[src/eeprom_ctrl_pkg.sv]
// eeprom_ctrl_pkg: shared constants for the eeprom commit controller and its host
// assumes: 8-bit register link between host and device, 40 MHz system clock
package eeprom_ctrl_pkg;

  // link widths
  localparam int ADDR_W = 8;
  localparam int DATA_W = 8;

  // device register offsets on the link
  localparam logic [7:0] OFF_CFG_BASE = 8'h00;
  localparam logic [7:0] OFF_COUNT = 8'h88;
  localparam logic [7:0] OFF_CTRL = 8'h89;
  localparam logic [7:0] OFF_LIVE_CRC = 8'h8A;
  localparam logic [7:0] OFF_UNLOCK = 8'h8D;
  localparam logic [7:0] OFF_PAGE = 8'h8E;
  localparam logic [7:0] OFF_AON = 8'h8F;

  // eeprom_control and aon register bit positions
  localparam int BIT_COPY = 6;
  localparam int BIT_CRC_ERR = 5;
  localparam int BIT_AUTO_CRC = 4;
  localparam int BIT_LOAD = 3;
  localparam int BIT_BUSY = 2;
  localparam int BIT_PROG = 0;
  localparam int BIT_AON_KEEP = 0;

  // reset and limit values
  localparam logic [7:0] COUNT_RESET = 8'h00;
  localparam logic [7:0] COUNT_MAX = 8'hFF;
  localparam logic [7:0] ERASED_BYTE = 8'h00;
  localparam logic [7:0] ZERO_BYTE = 8'h00;
  localparam logic AUTO_CRC_RESET = 1'b1;
  localparam logic [7:0] UNLOCK_CODE_DEF = 8'hEA;

  // crc-8, polynomial x^8+x^2+x+1
  localparam logic [7:0] CRC_POLY = 8'h07;
  localparam logic [7:0] CRC_INIT = 8'h00;

  // erase/program duration
  localparam int CLK_HZ = 40_000_000;
  localparam int PROG_TIME_MS = 230;
  localparam int PROG_CYCLES = PROG_TIME_MS * (CLK_HZ / 1000);

  // host wishbone offsets and fields
  localparam logic [7:0] WB_CMD = 8'h00;
  localparam logic [7:0] WB_GO = 8'h04;
  localparam logic [7:0] WB_STATUS = 8'h08;
  localparam int CMD_DATA_LSB = 0;
  localparam int CMD_ADDR_LSB = 8;
  localparam int CMD_WE_BIT = 16;
  localparam int CMD_PROG_BIT = 17;
  localparam int ST_RDATA_LSB = 0;
  localparam int ST_ERR_BIT = 8;
  localparam int ST_BUSY_BIT = 9;
  localparam logic [31:0] WB_ZERO = 32'h0000_0000;

  // one byte through the crc
  function automatic logic [7:0] crc8_step(input logic [7:0] crc, input logic [7:0] data);
    logic [7:0] c;
    c = crc ^ data;
    for (int b = 0; b < 8; b++) begin
      c = c[7] ? ((c << 1) ^ CRC_POLY) : (c << 1);
    end
    return c;
  endfunction

endpackage

[src/eeprom_link_if.sv]
// eeprom_link_if: byte-wide register link between host and eeprom device
// assumes: one clock shared by both ends; each access is one link transaction
`timescale 1ns/10ps
`default_nettype none
interface eeprom_link_if (
  input wire logic clk_i,
  input wire logic rst_i
);
  logic req;
  logic we;
  logic [7:0] addr;
  logic [7:0] wdata;
  logic [7:0] rdata;
  logic ack;
  logic err;

  modport dev (input clk_i, input rst_i, input req, input we, input addr, input wdata,
               output rdata, output ack, output err);
  modport host (input clk_i, input rst_i, input rdata, input ack, input err,
                output req, output we, output addr, output wdata);
endinterface
`default_nettype wire

[src/eeprom_commit_dev.sv]
// eeprom_commit_dev: eeprom load/program/copy control with cycle counter and crc
// assumes: link driven by eeprom_commit_host; array, sram page held here in flops
`timescale 1ns/10ps
`default_nettype none

// Contract
// - count increments after each erase/program cycle
// - count stops at 255
// - count reloaded after reset, load, program
// - copy bit copies registers to selected page
// - crc mismatch on load sets error flag
// - auto crc enable stores crc on program
// - load after reset and on load bit
// - no register reads during a load
// - load advances only while aon clock runs
// - busy high for whole program cycle
// - program starts only right after unlock
// - program cycle lasts about 230 ms
// - live crc computed during load, readable
module eeprom_commit_dev #(
  parameter int CFG_BYTES = 8,
  parameter int NUM_PAGES = 2,
  parameter int PROG_CYCLES = eeprom_ctrl_pkg::PROG_CYCLES,
  parameter logic [7:0] UNLOCK_CODE = eeprom_ctrl_pkg::UNLOCK_CODE_DEF
) (
  // register link
  eeprom_link_if.dev link,
  // always-on clock status and keep request
  input wire logic aon_clk_active_i,
  output logic keep_aon_o,
  // live configuration and activity
  output logic [CFG_BYTES*8-1:0] live_cfg_o,
  output logic program_busy_o,
  output logic load_active_o
);

  localparam int IDX_W = $clog2(CFG_BYTES);
  localparam int PAGE_W = $clog2(NUM_PAGES);
  localparam logic [IDX_W-1:0] IDX_LAST = IDX_W'(CFG_BYTES - 1);
  localparam logic [31:0] PROG_LAST = 32'(PROG_CYCLES - 1);

  typedef enum logic [2:0] {
    ST_IDLE = 3'b000,
    ST_LOAD = 3'b001,
    ST_PROG = 3'b010,
    ST_REFRESH = 3'b011,
    ST_COPY = 3'b100
  } state_t;

  logic clk;
  logic rst;
  state_t state_reg;
  logic [IDX_W-1:0] idx_reg;
  logic [31:0] timer_reg;
  logic [7:0] live_reg [CFG_BYTES];
  logic [7:0] nvm_reg [CFG_BYTES];
  logic [7:0] sram_reg [NUM_PAGES][CFG_BYTES];
  logic [7:0] nvm_count_reg;
  logic [7:0] nvm_crc_reg;
  logic [7:0] count_reg;
  logic [7:0] live_crc_reg;
  logic crc_err_reg;
  logic auto_crc_reg;
  logic [PAGE_W-1:0] page_reg;
  logic aon_reg;
  logic unlock_ok_reg;
  logic ack_reg;
  logic err_reg;
  logic [7:0] rdata_reg;
  logic acc;
  logic wr;
  logic wr_ctrl;
  logic start_prog;
  logic start_load;
  logic start_copy;
  logic cfg_hit;
  logic [7:0] ctrl_val;
  logic [7:0] rd_val;
  logic [7:0] full_crc;

  assign clk = link.clk_i;
  assign rst = link.rst_i;

  //////////////////////////////////////////////////////////////////////////////
  // link decode

  // one access per request; the cycle of ack is blind so a held request is not taken twice
  assign acc = link.req && !ack_reg;
  assign wr = acc && link.we && (state_reg != ST_LOAD);
  assign wr_ctrl = wr && (link.addr == eeprom_ctrl_pkg::OFF_CTRL);
  assign cfg_hit = link.addr < 8'(CFG_BYTES);
  // starts only from idle; program wins over load, load over copy
  assign start_prog = wr_ctrl && link.wdata[eeprom_ctrl_pkg::BIT_PROG] && unlock_ok_reg
                      && (state_reg == ST_IDLE);
  assign start_load = wr_ctrl && link.wdata[eeprom_ctrl_pkg::BIT_LOAD] && !start_prog
                      && (state_reg == ST_IDLE);
  assign start_copy = wr_ctrl && link.wdata[eeprom_ctrl_pkg::BIT_COPY] && !start_prog
                      && !link.wdata[eeprom_ctrl_pkg::BIT_LOAD] && (state_reg == ST_IDLE);

  // crc over the whole live image, stored on program
  always_comb begin
    full_crc = eeprom_ctrl_pkg::CRC_INIT;
    for (int i = 0; i < CFG_BYTES; i++) begin
      full_crc = eeprom_ctrl_pkg::crc8_step(full_crc, live_reg[i]);
    end
  end

  //////////////////////////////////////////////////////////////////////////////
  // sequencer

  // reset enters load so the image is fetched at power up
  always_ff @(posedge clk) begin
    if (rst) begin
      state_reg <= ST_LOAD;
      idx_reg <= '0;
      timer_reg <= '0;
    end else begin
      unique case (state_reg)
        ST_IDLE: begin
          idx_reg <= '0;
          timer_reg <= '0;
          if (start_prog) begin
            state_reg <= ST_PROG;
          end else if (start_load) begin
            state_reg <= ST_LOAD;
          end else if (start_copy) begin
            state_reg <= ST_COPY;
          end
        end
        ST_LOAD: begin
          // a stopped always-on clock freezes the load in place
          if (aon_clk_active_i) begin
            idx_reg <= idx_reg + 1'b1;
            if (idx_reg == IDX_LAST) begin
              state_reg <= ST_REFRESH;
            end
          end
        end
        ST_PROG: begin
          timer_reg <= timer_reg + 32'h0000_0001;
          if (timer_reg == PROG_LAST) begin
            state_reg <= ST_REFRESH;
          end
        end
        ST_REFRESH: begin
          state_reg <= ST_IDLE;
        end
        ST_COPY: begin
          idx_reg <= idx_reg + 1'b1;
          if (idx_reg == IDX_LAST) begin
            state_reg <= ST_IDLE;
          end
        end
        default: begin
          state_reg <= ST_IDLE;
        end
      endcase
    end
  end

  //////////////////////////////////////////////////////////////////////////////
  // live registers and sram pages

  // host writes land in the live image; a load overwrites it byte by byte
  always_ff @(posedge clk) begin
    if (rst) begin
      for (int i = 0; i < CFG_BYTES; i++) begin
        live_reg[i] <= eeprom_ctrl_pkg::ERASED_BYTE;
      end
    end else if (state_reg == ST_LOAD && aon_clk_active_i) begin
      live_reg[idx_reg] <= nvm_reg[idx_reg];
    end else if (wr && cfg_hit) begin
      live_reg[link.addr[IDX_W-1:0]] <= link.wdata;
    end
  end

  // copy walks one byte per cycle into the page chosen at start
  always_ff @(posedge clk) begin
    if (rst) begin
      for (int p = 0; p < NUM_PAGES; p++) begin
        for (int i = 0; i < CFG_BYTES; i++) begin
          sram_reg[p][i] <= eeprom_ctrl_pkg::ERASED_BYTE;
        end
      end
    end else if (state_reg == ST_COPY) begin
      sram_reg[page_reg][idx_reg] <= live_reg[idx_reg];
    end
  end

  //////////////////////////////////////////////////////////////////////////////
  // nonvolatile array

  // array is cleared by reset only because it has no real cell model here
  always_ff @(posedge clk) begin
    if (rst) begin
      for (int i = 0; i < CFG_BYTES; i++) begin
        nvm_reg[i] <= eeprom_ctrl_pkg::ERASED_BYTE;
      end
      nvm_count_reg <= eeprom_ctrl_pkg::COUNT_RESET;
      nvm_crc_reg <= eeprom_ctrl_pkg::CRC_INIT;
    end else if (state_reg == ST_PROG && timer_reg == PROG_LAST) begin
      for (int i = 0; i < CFG_BYTES; i++) begin
        nvm_reg[i] <= live_reg[i];
      end
      if (auto_crc_reg) begin
        nvm_crc_reg <= full_crc;
      end
      if (nvm_count_reg != eeprom_ctrl_pkg::COUNT_MAX) begin
        nvm_count_reg <= nvm_count_reg + 8'h01;
      end
    end
  end

  // visible count follows the array after load and after program
  always_ff @(posedge clk) begin
    if (rst) begin
      count_reg <= eeprom_ctrl_pkg::COUNT_RESET;
    end else if (state_reg == ST_REFRESH) begin
      count_reg <= nvm_count_reg;
    end
  end

  //////////////////////////////////////////////////////////////////////////////
  // crc check

  // running crc restarts with each load and stays readable afterwards
  always_ff @(posedge clk) begin
    if (rst) begin
      live_crc_reg <= eeprom_ctrl_pkg::CRC_INIT;
    end else if (start_load) begin
      live_crc_reg <= eeprom_ctrl_pkg::CRC_INIT;
    end else if (state_reg == ST_LOAD && aon_clk_active_i) begin
      live_crc_reg <= eeprom_ctrl_pkg::crc8_step(live_crc_reg, nvm_reg[idx_reg]);
    end
  end

  // flag judged at the end of each load, so a good load clears an old error
  always_ff @(posedge clk) begin
    if (rst) begin
      crc_err_reg <= 1'b0;
    end else if (state_reg == ST_LOAD && aon_clk_active_i && idx_reg == IDX_LAST) begin
      crc_err_reg <= eeprom_ctrl_pkg::crc8_step(live_crc_reg, nvm_reg[idx_reg]) != nvm_crc_reg;
    end
  end

  //////////////////////////////////////////////////////////////////////////////
  // software settings and unlock

  always_ff @(posedge clk) begin
    if (rst) begin
      auto_crc_reg <= eeprom_ctrl_pkg::AUTO_CRC_RESET;
      page_reg <= '0;
      aon_reg <= 1'b0;
    end else if (wr) begin
      if (link.addr == eeprom_ctrl_pkg::OFF_CTRL) begin
        auto_crc_reg <= link.wdata[eeprom_ctrl_pkg::BIT_AUTO_CRC];
      end
      if (link.addr == eeprom_ctrl_pkg::OFF_PAGE && state_reg != ST_COPY) begin
        page_reg <= link.wdata[PAGE_W-1:0];
      end
      if (link.addr == eeprom_ctrl_pkg::OFF_AON) begin
        aon_reg <= link.wdata[eeprom_ctrl_pkg::BIT_AON_KEEP];
      end
    end
  end

  // unlock holds only across the single next transaction
  always_ff @(posedge clk) begin
    if (rst) begin
      unlock_ok_reg <= 1'b0;
    end else if (acc) begin
      unlock_ok_reg <= wr && link.addr == eeprom_ctrl_pkg::OFF_UNLOCK && link.wdata == UNLOCK_CODE;
    end
  end

  //////////////////////////////////////////////////////////////////////////////
  // read path and answer

  always_comb begin
    ctrl_val = eeprom_ctrl_pkg::ZERO_BYTE;
    ctrl_val[eeprom_ctrl_pkg::BIT_COPY] = state_reg == ST_COPY;
    ctrl_val[eeprom_ctrl_pkg::BIT_CRC_ERR] = crc_err_reg;
    ctrl_val[eeprom_ctrl_pkg::BIT_AUTO_CRC] = auto_crc_reg;
    ctrl_val[eeprom_ctrl_pkg::BIT_BUSY] = state_reg == ST_PROG;
    rd_val = eeprom_ctrl_pkg::ZERO_BYTE;
    if (cfg_hit) begin
      rd_val = live_reg[link.addr[IDX_W-1:0]];
    end else if (link.addr == eeprom_ctrl_pkg::OFF_COUNT) begin
      rd_val = count_reg;
    end else if (link.addr == eeprom_ctrl_pkg::OFF_CTRL) begin
      rd_val = ctrl_val;
    end else if (link.addr == eeprom_ctrl_pkg::OFF_LIVE_CRC) begin
      rd_val = live_crc_reg;
    end else if (link.addr == eeprom_ctrl_pkg::OFF_PAGE) begin
      rd_val = 8'(page_reg);
    end else if (link.addr == eeprom_ctrl_pkg::OFF_AON) begin
      rd_val = {7'h00, aon_reg};
    end
  end

  // answer one cycle after the request; during a load every access is refused
  always_ff @(posedge clk) begin
    if (rst) begin
      ack_reg <= 1'b0;
      err_reg <= 1'b0;
      rdata_reg <= eeprom_ctrl_pkg::ZERO_BYTE;
    end else begin
      ack_reg <= acc;
      if (acc) begin
        err_reg <= state_reg == ST_LOAD;
        rdata_reg <= (state_reg == ST_LOAD || link.we) ? eeprom_ctrl_pkg::ZERO_BYTE : rd_val;
      end
    end
  end

  assign link.ack = ack_reg;
  assign link.err = err_reg;
  assign link.rdata = rdata_reg;
  assign keep_aon_o = aon_reg;
  assign program_busy_o = state_reg == ST_PROG;
  assign load_active_o = state_reg == ST_LOAD;

  // flattened live image for the clock datapath
  for (genvar g = 0; g < CFG_BYTES; g++) begin : g_live
    assign live_cfg_o[g*8 +: 8] = live_reg[g];
  end

endmodule
`default_nettype wire

[src/flat_wrapper.sv]
// flat-port wrapper written by rule: the top's interface ports become plain ports
module eeprom_commit_dev_flat 
#(
  parameter int CFG_BYTES = 8,
  parameter int NUM_PAGES = 2,
  parameter int PROG_CYCLES = eeprom_ctrl_pkg::PROG_CYCLES,
  parameter logic [7:0] UNLOCK_CODE = eeprom_ctrl_pkg::UNLOCK_CODE_DEF
)
  (aon_clk_active_i, keep_aon_o, live_cfg_o, program_busy_o, load_active_o, clk_i, rst_i, link_req, link_we, link_addr, link_wdata, link_rdata, link_ack, link_err);
  eeprom_link_if link_i (.clk_i(clk_i), .rst_i(rst_i));
  input wire logic aon_clk_active_i;
  output logic keep_aon_o;
  output logic [CFG_BYTES*8-1:0] live_cfg_o;
  output logic program_busy_o;
  output logic load_active_o;
  input wire logic clk_i;
  input wire logic rst_i;
  input wire logic [$bits(link_i.req)-1:0] link_req;
  input wire logic [$bits(link_i.we)-1:0] link_we;
  input wire logic [$bits(link_i.addr)-1:0] link_addr;
  input wire logic [$bits(link_i.wdata)-1:0] link_wdata;
  output wire logic [$bits(link_i.rdata)-1:0] link_rdata;
  output wire logic [$bits(link_i.ack)-1:0] link_ack;
  output wire logic [$bits(link_i.err)-1:0] link_err;
  assign link_i.req = link_req;
  assign link_i.we = link_we;
  assign link_i.addr = link_addr;
  assign link_i.wdata = link_wdata;
  assign link_rdata = link_i.rdata;
  assign link_ack = link_i.ack;
  assign link_err = link_i.err;
  eeprom_commit_dev #(.CFG_BYTES(CFG_BYTES), .NUM_PAGES(NUM_PAGES), .PROG_CYCLES(PROG_CYCLES), .UNLOCK_CODE(UNLOCK_CODE)) u_core (.link(link_i), .aon_clk_active_i(aon_clk_active_i), .keep_aon_o(keep_aon_o), .live_cfg_o(live_cfg_o), .program_busy_o(program_busy_o), .load_active_o(load_active_o));
endmodule
[config.mk]
export PLATFORM = sky130hd
export DESIGN_NAME = eeprom_commit_dev_flat
export DESIGN_NICKNAME = d
export VERILOG_FILES = /design/src/eeprom_ctrl_pkg.sv /design/src/eeprom_link_if.sv /design/src/eeprom_commit_dev.sv /design/src/flat_wrapper.sv
export SDC_FILE = /design/constraint.sdc
export NUM_CORES = 1
export LEC_CHECK = 0
export BUFFER_PORTS_ARGS = -buffer_cell sky130_fd_sc_hd__buf_2
export CAP_MARGIN = 40
export CORE_UTILIZATION = 40
export CTS_CLUSTER_SIZE = 20
export DETAILED_ROUTE_END_ITERATION = 16
export PLACE_DENSITY = 0.64
export SLEW_MARGIN = 30
export SYNTH_ARGS = -nofsm -noshare
export SYNTH_HDL_FRONTEND = slang
export SYNTH_SLANG_ARGS = --single-unit
[constraint.sdc]
create_clock -name clk_i -period 4.6 [get_ports clk_i]
set_input_delay 0.92 -clock clk_i [delete_from_list [all_inputs] [get_ports clk_i]]
set_output_delay 0.92 -clock clk_i [all_outputs]
set_load 0.01 [all_outputs]
Word-level counts from Yosys, hierarchy flattened
Memory sizes are Yosys's and may differ from the RTL's. A register that Yosys moved wholly into a read port is not among the register bits.
Index checks and enable logic that the tools add are counted.
{"block": "word_totals", "regBits": 85, "latchBits": 0, "ram_bits": 128, "romBits": 0, "word_cells": 287, "n_memories": 2}
{"memory": "u_core.live_reg", "depth": 8, "word_bits": 8, "read_ports": 9, "rd_ports_with_merged_regs": 0, "wr": 8, "line_no": "eeprom_commit_dev.sv:55", "source": "logic [7:0] live_reg [CFG_BYTES];"}
{"memory": "u_core.nvm_reg", "depth": 8, "word_bits": 8, "read_ports": 1, "rd_ports_with_merged_regs": 1, "wr": 8, "line_no": "eeprom_commit_dev.sv:56", "source": "logic [7:0] nvm_reg [CFG_BYTES];"}
{"block": "op_classes", "n_addsub": 3, "n_mul": 0, "n_div": 0, "n_lt_le_gt_ge": 1, "n_eq_ne": 22, "shift": 0, "muxes": 118, "bitwise": 88, "n_reduce_logical": 38}
{"operator": "$mux W3", "count": 84}
{"operator": "$not A3 Y3", "count": 72}
{"operator": "$mux W8", "count": 16}
{"operator": "$pmux W32 S2", "count": 1}
{"operator": "$xor A8 B8 Y8", "count": 8}
{"operator": "$eq A8 B8 Y1 const B", "count": 7}
{"operator": "$add A32 B1 Y32 const B", "count": 1}
{"operator": "$eq A32 B24 Y1 const B", "count": 1}
{"operator": "$logic_and A1 B1 Y1", "count": 21}
{"operator": "$reduce_or A8 Y1", "count": 2}
{"operator": "$mux W1", "count": 15}
{"operator": "$pmux W3 S4", "count": 1}
{"operator": "$reduce_and A2 Y1", "count": 6}
{"operator": "$pmux W3 S3", "count": 1}
{"operator": "$add A8 B1 Y8 const B", "count": 1}
{"operator": "$lt A8 B4 Y1 const B", "count": 1}
{"operator": "$ne A8 B8 Y1", "count": 1}
{"operator": "$ne A8 B8 Y1 const B", "count": 1}
{"operator": "$or A1 B1 Y1", "count": 8}
{"operator": "$eq A3 B2 Y1 const B", "count": 2}
{"operator": "$eq A3 B3 Y1 const B", "count": 2}
{"operator": "$reduce_and A5 Y1", "count": 1}
{"operator": "$ne A2 B1 Y1 const B", "count": 2}
{"operator": "$ne A2 B2 Y1 const B", "count": 2}
{"operator": "11 further kinds", "count": 13}

Logic depth before layout (Yosys ltp)
Gate-level depths: netlist of the first run.
An unclocked memory read counts as a cell.
{"block": "depth", "word_depth": 136, "ltp_mapped": 13, "mapped_depth_nobuf": 12}

Least setup slack after synthesis of the first run
Ideal clock, no wire load.
{"block": "synth_path", "path_type": "reg-to-reg", "startpoint": "memory u_core.live_reg[0][1]", "endpoint": "register u_core.nvm_crc_reg[4]", "setup_ps": 132, "arrival_ps": 3688, "required_ps": 4468, "slack_ps": 780, "stages_incl_launch_ff": 13, "n_path_buf": 1, "path_cell_list": "edfxtp_1 -> buf_2 -> xnor3_2 -> xnor3_2 -> xor2_4 -> xnor2_1 -> xnor2_2 -> xnor3_1 -> xor3_1 -> xnor2_1 -> xnor3_1 -> nand2_1 -> a21oi_1"}
{"element": "start, declared", "line_no": "eeprom_commit_dev.sv:55"}
{"element": "end signal, assigned", "line_no": "eeprom_commit_dev.sv:200", "source": "nvm_crc_reg <= eeprom_ctrl_pkg::CRC_INIT;"}
{"element": "end signal, assigned", "line_no": "eeprom_commit_dev.sv:206", "source": "nvm_crc_reg <= full_crc;"}
{"element": "end, declared", "line_no": "eeprom_commit_dev.sv:59", "source": "logic [7:0] nvm_crc_reg;"}

==> flow_summary_export.csv, run 1 <==
group,metric,value,unit
run_status,status,"finished clean",
synth,synth_top_area_cell,"edfxtp_1",
layout,fill_cells,2730,
synth,syn_inst,1101,
synth,synth_fa_ha_area_share,0.407,%
critical_path,reg2reg_depth,11,
power,vdd_drop_max,0.00221,V
placement,dp_slack,0.516,ns
grt,grt_usage,21.8,%
grt,grt_overflow,0,
timing,finalCriticalPeriod,4.11,ns
routing,drt_iter0_markers,874,
synth,synth.top_cell.area_share,31.2,%
critical_path,crit_family,"XOR/XNOR gates",
routing,drc,0,
clock_tree,cts_buffer_depth,3,
critical_path,crit_required,4.99,ns
critical_path,path_buf_inv,0,
synth,synth_flop_cell,"edfxtp_1",
synth,synth_top_family_by_area,"XOR/XNOR gates",
power,p_sw,4610,µW
clock_tree,ctsHoldBuffers,0,
hold_path,min_to,"u_core.link.rdata[0]$_SDFFE_PP0P_",
layout,stdcell_area,14200,µm²
placement,dp.cells,1577,
placement,placed_cell_area,13400,µm²
routing,wl_per_cell,20.9,µm
synth,async_reset_ff_share,0,%
critical_path,cp-start-kind,"register",
clock_tree,cts_root_buf,"clkbuf_16",
critical_path,rrSetupSlack,0.49,ns
synth,synth_seq_area_share,45.5,%
layout,drive_above_1_share,19.1,%
floorplan,die_x,177,µm
floorplan,row_count,63,
synth,synth_nets,1126,
critical_path,rr_startpoint,"u_core.live_reg[0][2]$_SDFFCE_PN0P_",
floorplan,die-area,31500,µm²
synth,synth_mux_area_share,8.89,%
grt,grt_pass1_vias,8515,
grt,grt_max_degree,75,
synth,synth-xor-area-share,20.5,%
synth,synth_edf_count,128,
critical_path,worstReg2RegEnd,"u_core.nvm_crc_reg[4]$_SDFFE_PP0P_",
timing,post-route-worst-setup-slack,0.494,ns
timing,rsz0062_at_grt,"no",
power,power-per-cell-area,935,nW/µm²
hold_path,min_path_type,"reg -> reg",
placement,hpwl,25400,µm
timing,fmaxAchievable,244,MHz
timing,slew_headroom,48.6,%
timing,finalCritPeriodShare,89.3,%
routing,wl,33900,µm
floorplan,die_height,177,µm
timing,final-setup-viol-count,0,
routing,vias_per_cell,5.54,
synth,synthDistinctLibCells,61,
timing,tns,0,ns
layout,final_cells,1623,
layout,finalNetCount,1241,
critical_path,end_kind,"register",
grt,grt_pass1_wl,51700,µm
critical_path,cp_data_arrival_time,4.50,ns
critical_path,crit_path_max_incr_delay,0.54,ns
flow_run,maxCapViolations,0,
clock_tree,clk_pin_slew_worst_paths,0.06,ns
synth,netlist_area,12300,µm²
clock_tree,cts_tree,"built",
floorplan,pin_count,98,
power,p_comb_share,68.3,%
routing,vias,8994,
synth,yosysWarnings,0,
timing,hold_viol,0,
placement,port_buffers,97,
synth,synth.ff_latch_count,216,
clock_tree,clk_latency,0.54,ns
synth,yosys.area_share.simple,16.1,%
clock_tree,post_cts_resized,0,
floorplan,start_util,41.1,%
timing,worst_slew_pin_slew,0.771,ns
critical_path,worstSetupPathType,"reg -> reg",
critical_path,path_max_fanout,6,
clock_tree,cts_buffers,25,
layout,diodes,0,
clock_tree,clock-sinks,216,
layout,area_growth,15.4,%
timing,skew,0.0157,ns
routing,postRouteAntennaNets,0,
critical_path,crit_chain,"xnor3_2 > xnor3_2 > xor2_4 > xnor2_1 > xnor2_2 > xnor3_1 > xor3_1 > xnor2_1 > xnor3_1 > nand2_1 > a21oi_1",
hold_path,hold_depth,2,
timing,report.final.slew_viol_count,0,
synth,syn_area_per_cell,11.2,µm²
synth,synth_top_cells_by_area,"edfxtp_1 (31%), dfxtp_1 (14%), xnor2_1 (7.4%), xnor3_1 (7.1%), mux4_2 (5.7%)",
timing,holdWs,0.461,ns
clock_tree,htree_levels,1,
critical_path,cpMaxStageDelayCell,"xnor3_2",
power,p_int,8670,µW
power,p_sw_share,34.7,%
power,power_frac_seq,16.9,%
grt,antenna_found_initial,0,
clock_tree,cts_setup_buffers,0,
routing,dr.pass1.iters,5,
hold_path,min_from,"u_core.link.rdata[0]$_SDFFE_PP0P_",
power,power_leakage,0.00554,µW
floorplan,core,30000,µm²
synth,synth_compound_area_share,6.72,%
power,p_clk_share,14.8,%
placement,routabilityCongestion,0.926,
[worst min-delay path, delay by kind of cell, from the launching register on]
| kind | cells | cell delay (ns) |
|---|---|---|
| compound gates | 1 | 0.05 |
| flops | 1 | 0.31 |
| simple gates | 1 | 0.05 |
[through the flow]
step | utilization (%) | total power (µW)
after floorplan | - | 10500
after global placement | 44.7 | 11300
after detailed placement | 44.7 | 11400
after CTS | 47.4 | 13300
after global routing | 47.4 | 13600
final | 47.4 | 13300
[synth_stat cells, types with 3 or more instances]
| master | n |
|---|---|
| nor2_1 | 168 |
| edfxtp_1 | 128 |
| xnor2_1 | 104 |
| dfxtp_1 | 88 |
| nand2_1 | 80 |
| a21oi_1 | 49 |
| and2_1 | 48 |
| clkbuf_1 | 39 |
| xnor3_1 | 39 |
| xor2_1 | 35 |
| mux4_2 | 31 |
| mux2i_1 | 29 |
| nand3_1 | 29 |
| o21ai_0 | 21 |
| nor3_1 | 20 |
| nor2b_1 | 18 |
| a22oi_1 | 15 |
| nand2b_1 | 13 |
| or3_1 | 10 |
| inv_1 | 9 |
| nand4_1 | 9 |
| o21ai_1 | 9 |
| buf_1 | 7 |
| mux2_2 | 7 |
| or2_2 | 7 |
| nor4_1 | 6 |
| xnor2_2 | 6 |
| xor3_1 | 6 |
| o211ai_1 | 5 |
| xnor3_2 | 5 |
| and3_1 | 4 |
| ha_1 | 4 |
| o22ai_1 | 4 |
| a211oi_1 | 3 |
| a21o_1 | 3 |
| a311oi_1 | 3 |
| buf_2 | 3 |
| nand3b_1 | 3 |
| o31ai_1 | 3 |
| or4_1 | 3 |
[final cells by class]
| cell class | count | area (µm²) | share of cell area, % |
|---|---|---|---|
| Tap cell | 390 | 488 | 3.44 |
| Clock inverter | 12 | 126 | 0.890 |
| Inverter | 9 | 33.8 | 0.238 |
| Clock buffer | 32 | 683 | 4.81 |
| Timing Repair Buffer | 138 | 788 | 5.55 |
| Sequential cell | 216 | 5610 | 39.5 |
| Multi-Input combinational cell | 826 | 6480 | 45.6 |
[layer usage]
layer	vias to the layer above	routed length [µm]	global-route usage (%)
met5	-	0	0
li1	4150	-	-
met4	0	1060	7.37
met2	368	15800	35.1
met3	63	2480	3.38
met1	4413	14500	30.0
[kinds of logic after synthesis]
group                      after synthesis
DFF                                    216
buffers and inverters                   59
and+or+nand+nor                        422
AOI/OAI and AO/OA                      134
muxes                                   68
xor gates and xnor gates               198
adders and majority gates                4
[cells in the final DEF (no fill, tap or decap), drive strengths merged, types with 4 or more instances in the layout]
master and instances:
or2 7, xnor3 44, mux4 32, nand4 9, or3 10, mux2 7
nand3 29, nor3 20, o22ai 4, and2 48, nor2b 18, a22oi 15
nor4 6, inv 11, mux2i 29, xor3 6, and3 4, clkbuf 34
xnor2 111, clkinv 7, o21ai 30, dfxtp 88, o211ai 5, edfxtp 128
xor2 37, a21oi 49, ha 4, nand2 80, nor2 168, nand2b 13
buf 136
[power by group through the flow]
| stage | logic, µW | clock network, µW | registers, µW |
|---|---|---|---|
| 6_report | 9070 | 1970 | 2240 |
| 2_1_floorplan | 8240 | 0 | 2240 |
| 4_1_cts | 9110 | 1990 | 2240 |
| 3_3_place_gp | 9010 | 0 | 2280 |
| 3_5_place_dp | 9090 | 0 | 2280 |
| 5_1_grt | 9320 | 2060 | 2250 |
[worst max-delay path by stage]
stage | from | end | slack (ns) | cells past startpoint
final | u_core.live_reg[0][2]$_SDFFCE_PN0P_ | u_core.nvm_crc_reg[4]$_SDFFE_PP0P_ | 0.49 | 11
after floorplan | u_core.live_reg[0][1]$_SDFFCE_PN0P_ | u_core.nvm_crc_reg[4]$_SDFFE_PP0P_ | 0.78 | 12
after global routing | u_core.live_reg[0][2]$_SDFFCE_PN0P_ | u_core.nvm_crc_reg[4]$_SDFFE_PP0P_ | 0.31 | 11
after global placement | u_core.live_reg[0][6]$_SDFFCE_PN0P_ | u_core.nvm_crc_reg[2]$_SDFFE_PP0P_ | 0.64 | 11
after CTS | u_core.live_reg[0][2]$_SDFFCE_PN0P_ | u_core.nvm_crc_reg[4]$_SDFFE_PP0P_ | 0.51 | 11
after detailed placement | u_core.live_reg[0][2]$_SDFFCE_PN0P_ | u_core.nvm_crc_reg[4]$_SDFFE_PP0P_ | 0.52 | 11
Note: power is estimated with default switching activity, not from simulation.
==> inputs of run 2 (changes only) <==
--- a/config.mk
+++ b/config.mk
@@ -10,8 +10,10 @@
 export CORE_UTILIZATION = 40
 export CTS_CLUSTER_SIZE = 20
 export DETAILED_ROUTE_END_ITERATION = 16
+export GPL_TIMING_DRIVEN = 0
 export PLACE_DENSITY = 0.64
 export SLEW_MARGIN = 30
 export SYNTH_ARGS = -nofsm -noshare
 export SYNTH_HDL_FRONTEND = slang
 export SYNTH_SLANG_ARGS = --single-unit
+export TNS_END_PERCENT = 10
==> flow_summary_export.csv, run 2 (same netlist as run 1, synthesis figures left out) <==
group,metric,value,unit
floorplan,die_x,177,µm
floorplan,die_height,177,µm
timing,worst_slew_pin_slew,0.792,ns
power,power_frac_seq,17.1,%
critical_path,end_kind,"register",
grt,grt_overflow,0,
timing,skew,0.0112,ns
clock_tree,clk_latency,0.52,ns
grt,grt_usage,22.1,%
critical_path,cp-start-kind,"register",
routing,drt_iter0_markers,994,
routing,vias,9097,
layout,diodes,0,
critical_path,cp_data_arrival_time,4.70,ns
clock_tree,cts_root_buf,"clkbuf_16",
routing,vias_per_cell,5.55,
layout,fill_cells,2769,
layout,fin_util,47.2,%
power,power-per-cell-area,929,nW/µm²
critical_path,crit_required,5.05,ns
critical_path,path_max_fanout,7,
timing,holdWs,0.476,ns
placement,routabilityCongestion,0.914,
critical_path,worstSetupPathType,"reg -> reg",
clock_tree,cts_buffers,23,
routing,drc,0,
layout,layout_commonest_cell,"nor2_1",
grt,grt_max_degree,50,
flow_run,maxCapViolations,0,
layout,seqCellArea,5610,µm²
floorplan,core,30000,µm²
clock_tree,post_cts_resized,0,
clock_tree,clk_pin_slew_worst_paths,0.06,ns
grt,antenna_found_initial,0,
power,p_comb_share,68.9,%
power,power_leakage,0.00543,µW
routing,wl,34600,µm
timing,hold_viol,0,
layout,layout_common_cells,"nor2_1 (168), edfxtp_1 (128), xnor2_1 (104), buf_2 (101), dfxtp_1 (88)",
timing,fmaxAchievable,235,MHz
clock_tree,cts_tree,"built",
timing,finalCriticalPeriod,4.25,ns
grt,grt_pass1_vias,8633,
timing,slew_headroom,46.7,%
timing,finalCritPeriodShare,92.4,%
floorplan,die-area,31500,µm²
floorplan,start_util,41.1,%
placement,hpwl,26600,µm
run_status,status,"finished clean",
layout,area_growth,14.8,%
clock_tree,htree_levels,1,
power,p_sw_share,36.1,%
timing,final-setup-viol-count,0,
critical_path,crit_path_max_incr_delay,0.56,ns
critical_path,cpMaxStageDelayCell,"edfxtp_1",
layout,finalNetCount,1257,
routing,postRouteAntennaNets,0,
power,finalPower,13100,µW
critical_path,rrSetupSlack,0.35,ns
critical_path,crit_chain,"xnor2_1 > xnor3_1 > xnor3_1 > xnor2_2 > xnor3_1 > xor2_1 > xnor3_1 > xnor3_1 > nor2_1 > a21oi_1 > nor2_1",
clock_tree,ctsHoldBuffers,0,
routing,wl_per_cell,21.1,µm
routing,dr.pass1.iters,5,
floorplan,row_count,63,
critical_path,crit_family,"XOR/XNOR gates",
power,p_clk_share,14.1,%
layout,multi_input_area,6490,µm²
hold_path,min_path_type,"reg -> reg",
grt,grt_pass1_wl,51700,µm
timing,post-route-worst-setup-slack,0.349,ns
clock_tree,cts_buffer_depth,3,
critical_path,path_buf_inv,0,
clock_tree,cts_setup_buffers,0,
placement,dp_slack,0.396,ns
critical_path,path_common_cell,"xnor3_1",
timing,tns,0,ns
timing,rsz0062_at_grt,"no",
timing,report.final.slew_viol_count,0,
floorplan,pin_count,98,
placement,port_buffers,94,
power,p_int,8400,µW
power,p_sw,4730,µW
clock_tree,clock-sinks,216,
power,vdd_drop_max,0.00674,V
layout,drive_above_1_share,16.8,%
run 2: power by group through the flow:
| stage | Sequential (µW) | Clock (µW) | Combinational, µW |
|---|---|---|---|
| 6_report | 2240 | 1850 | 9040 |
| 3_3_place_gp | 2280 | 0 | 9010 |
| 2_1_floorplan | 2240 | 0 | 8240 |
| 3_5_place_dp | 2280 | 0 | 9170 |
| 4_1_cts | 2240 | 1870 | 9080 |
| 5_1_grt | 2240 | 1950 | 9380 |
run 2: tightest hold or removal path, cell delays in order (launching register included):
cell	delay [ns]
dfxtp_1	0.31
nand2_1	0.06
a21oi_1	0.06
run 2: through the flow:
stage	cell area, µm²	cells
3_3_place_gp	13300	1585
2_1_floorplan	12300	1101
4_1_cts	14100	1636
5_1_grt	14100	1638
3_5_place_dp	13400	1595
6_report	14100	1638
run 2: worst paths after layout:
check	startpoint	end	cells past startpoint
worst max-delay path	u_core.live_reg[0][5]$_SDFFCE_PN0P_	u_core.nvm_crc_reg[1]$_SDFFE_PP0P_	11
worst min-delay path	u_core.link.rdata[0]$_SDFFE_PP0P_	u_core.link.rdata[0]$_SDFFE_PP0P_	2
worst min register to register	u_core.link.rdata[0]$_SDFFE_PP0P_	u_core.link.rdata[0]$_SDFFE_PP0P_	2
worst max register to register	u_core.live_reg[0][5]$_SDFFCE_PN0P_	u_core.nvm_crc_reg[1]$_SDFFE_PP0P_	11
run 2: final cells by class:
class                           count  share of cell area [%]
Buffer                             50                    1.38
Clock inverter                     14                   0.947
Sequential cell                   216                    39.7
Tap cell                          390                    3.45
Timing Repair Buffer              106                    4.05
Inverter                            9                   0.239
Multi-Input combinational cell    826                    45.9
Clock buffer                       27                    4.32
run 2: layer usage:
metal / GRT usage (%) / part of all wire (%)
met1: 29.5 / 41
met3: 3.23 / 7.5
met4: 9.22 / 3.9
met2: 35.9 / 47
met5: 0 / 0
==> inputs of run 3 (changes only) <==
--- a/config.mk
+++ b/config.mk
@@ -11,7 +11,9 @@
 export CTS_CLUSTER_SIZE = 20
 export DETAILED_ROUTE_END_ITERATION = 16
 export GPL_TIMING_DRIVEN = 0
+export MAX_ROUTING_LAYER = met4
 export PLACE_DENSITY = 0.64
+export SKIP_CTS_REPAIR_TIMING = 1
 export SLEW_MARGIN = 30
 export SYNTH_ARGS = -nofsm -noshare
 export SYNTH_HDL_FRONTEND = slang
==> flow_summary_export.csv, run 3 (same netlist as run 1, synthesis figures left out) <==
group,metric,value,unit
hold_path,hold_depth,2,
layout,diodes,0,
power,p_sw_share,36.1,%
critical_path,path_common_cell,"xnor3_1",
placement,hpwl,26600,µm
placement,routabilityCongestion,0.930,
placement,port_buffers,94,
power,power_frac_seq,17.0,%
clock_tree,clk_latency,0.52,ns
grt,grt_pass1_wl,51700,µm
clock_tree,clk_pin_slew_worst_paths,0.06,ns
layout,multi_input_area,6490,µm²
routing,wl_per_cell,21.1,µm
floorplan,die_x,177,µm
floorplan,pin_count,98,
layout,layout_commonest_cell,"nor2_1",
clock_tree,cts_buffer_depth,3,
layout,layout_common_cells,"nor2_1 (168), edfxtp_1 (128), xnor2_1 (104), buf_2 (101), dfxtp_1 (88)",
power,p_sw,4740,µW
routing,vias_per_cell,5.53,
hold_path,min_to,"u_core.nvm_crc_reg[7]$_SDFFE_PP0P_",
floorplan,row_count,63,
floorplan,die_height,177,µm
timing,tns,0,ns
critical_path,rr_startpoint,"u_core.live_reg[0][5]$_SDFFCE_PN0P_",
layout,finalNetCount,1257,
critical_path,crit_path_max_incr_delay,0.56,ns
critical_path,end_kind,"register",
timing,final-setup-viol-count,0,
critical_path,cpMaxStageDelayCell,"edfxtp_1",
power,power_leakage,0.00543,µW
grt,grt_max_degree,50,
routing,drt_iter0_markers,908,
routing,wl,34600,µm
floorplan,die-area,31500,µm²
clock_tree,cts_buffers,23,
timing,report.final.slew_viol_count,0,
power,p_comb_share,68.9,%
clock_tree,clock-sinks,216,
timing,fmaxAchievable,234,MHz
timing,finalCritPeriodShare,92.8,%
routing,dr.pass1.iters,5,
timing,worst_slew_pin_slew,0.816,ns
grt,grt_overflow,0,
critical_path,cp_data_arrival_time,4.72,ns
layout,area_growth,14.8,%
power,vdd_drop_max,0.00674,V
clock_tree,htree_levels,1,
hold_path,min_path_type,"reg -> reg",
power,power-per-cell-area,930,nW/µm²
grt,grt_usage,22.8,%
run_status,status,"finished clean",
timing,hold_viol,0,
hold_path,min_from,"u_core.nvm_crc_reg[7]$_SDFFE_PP0P_",
critical_path,cp-start-kind,"register",
layout,drive_above_1_share,16.8,%
critical_path,crit_required,5.05,ns
grt,antenna_found_initial,0,
routing,postRouteAntennaNets,0,
critical_path,worstReg2RegEnd,"u_core.nvm_crc_reg[1]$_SDFFE_PP0P_",
floorplan,start_util,41.1,%
critical_path,path_max_fanout,7,
timing,rsz0062_at_grt,"no",
timing,slew_headroom,45.1,%
timing,finalCriticalPeriod,4.27,ns
power,p_int,8400,µW
layout,final_cells,1638,
power,p_clk_share,14.1,%
timing,skew,0.0110,ns
routing,drc,0,
clock_tree,cts_root_buf,"clkbuf_16",
routing,vias,9066,
critical_path,worstSetupPathType,"reg -> reg",
layout,fin_util,47.2,%
clock_tree,cts_tree,"built",
layout,seqCellArea,5610,µm²
floorplan,core,30000,µm²
critical_path,reg2reg_depth,11,
grt,grt_pass1_vias,8622,
layout,fill_cells,2769,
placement,dp.cells,1595,
flow_run,maxCapViolations,0,
critical_path,crit_chain,"xnor2_1 > xnor3_1 > xnor3_1 > xnor2_2 > xnor3_1 > xor2_1 > xnor3_1 > xnor3_1 > nor2_1 > a21oi_1 > nor2_1",
critical_path,rrSetupSlack,0.33,ns
## run 3: cell counts in the layout (fill, tap and decap cells not counted)
Identical to the previous run, type by type.
## run 3: area by class of cell
cell class | instances | share of cell area [%]
plain buffers | 50 | 1.38
clock buffers | 27 | 4.32
clock inverters | 14 | 0.947
inverters | 9 | 0.239
multi-input cells | 826 | 45.9
flip-flops and latches | 216 | 39.7
well taps | 390 | 3.45
repair buffers | 106 | 4.05
## run 3: power by group through the flow
stage / combinational [µW] / clock (µW) / sequential [µW]
6_report: 9050 / 1850 / 2240
5_1_grt: 9380 / 1950 / 2240
4_1_cts: 9080 / 1870 / 2240
3_5_place_dp: 9170 / 0 / 2280
3_3_place_gp: 9010 / 0 / 2280
2_1_floorplan: 8240 / 0 / 2240
## run 3: metrics by stage
step	setup WS [ns]	hold WS [ns]	area, µm²	power, µW
after floorplan	0.780	0.444	12300	10500
after global placement	0.0570	0.458	13300	11300
after detailed placement	0.396	0.472	13400	11400
after CTS	0.376	0.478	14100	13200
after global routing	0.159	0.505	14100	13600
final	0.332	0.476	14100	13100
## run 3: worst max path at each step
stage                                        startpoint                            endpoint  slack (ns)
floorplan           u_core.live_reg[0][1]$_SDFFCE_PN0P_  u_core.nvm_crc_reg[4]$_SDFFE_PP0P_        0.78
global placement                                  rst_i  u_core.nvm_reg[2][5]$_SDFFCE_PN0P_        0.06
detailed placement  u_core.live_reg[0][5]$_SDFFCE_PN0P_  u_core.nvm_crc_reg[3]$_SDFFE_PP0P_        0.40
CTS                 u_core.live_reg[0][5]$_SDFFCE_PN0P_  u_core.nvm_crc_reg[1]$_SDFFE_PP0P_        0.38
global route        u_core.live_reg[0][6]$_SDFFCE_PN0P_  u_core.nvm_crc_reg[2]$_SDFFE_PP0P_        0.16
finish              u_core.live_reg[0][5]$_SDFFCE_PN0P_  u_core.nvm_crc_reg[1]$_SDFFE_PP0P_        0.33
## run 3: metal layers
| layer | GRT usage (%) | wire [µm] | part of all wire, % |
|---|---|---|---|
| met1 | 29.6 | 14500 | 42 |
| met5 | - | 0 | 0 |
| met2 | 35.9 | 16400 | 47 |
| met3 | 3.06 | 2420 | 7.0 |
| met4 | 9.22 | 1360 | 3.9 |
## run 3: worst max-delay path: cells and delay by family (launching register included)
| kind | cells | cell delay (ns) |
|---|---|---|
| XOR/XNOR | 8 | 3.39 |
| flip-flops | 1 | 0.56 |
| AND/OR/NAND/NOR | 2 | 0.20 |
| AO/OA/AOI/OAI | 1 | 0.05 |
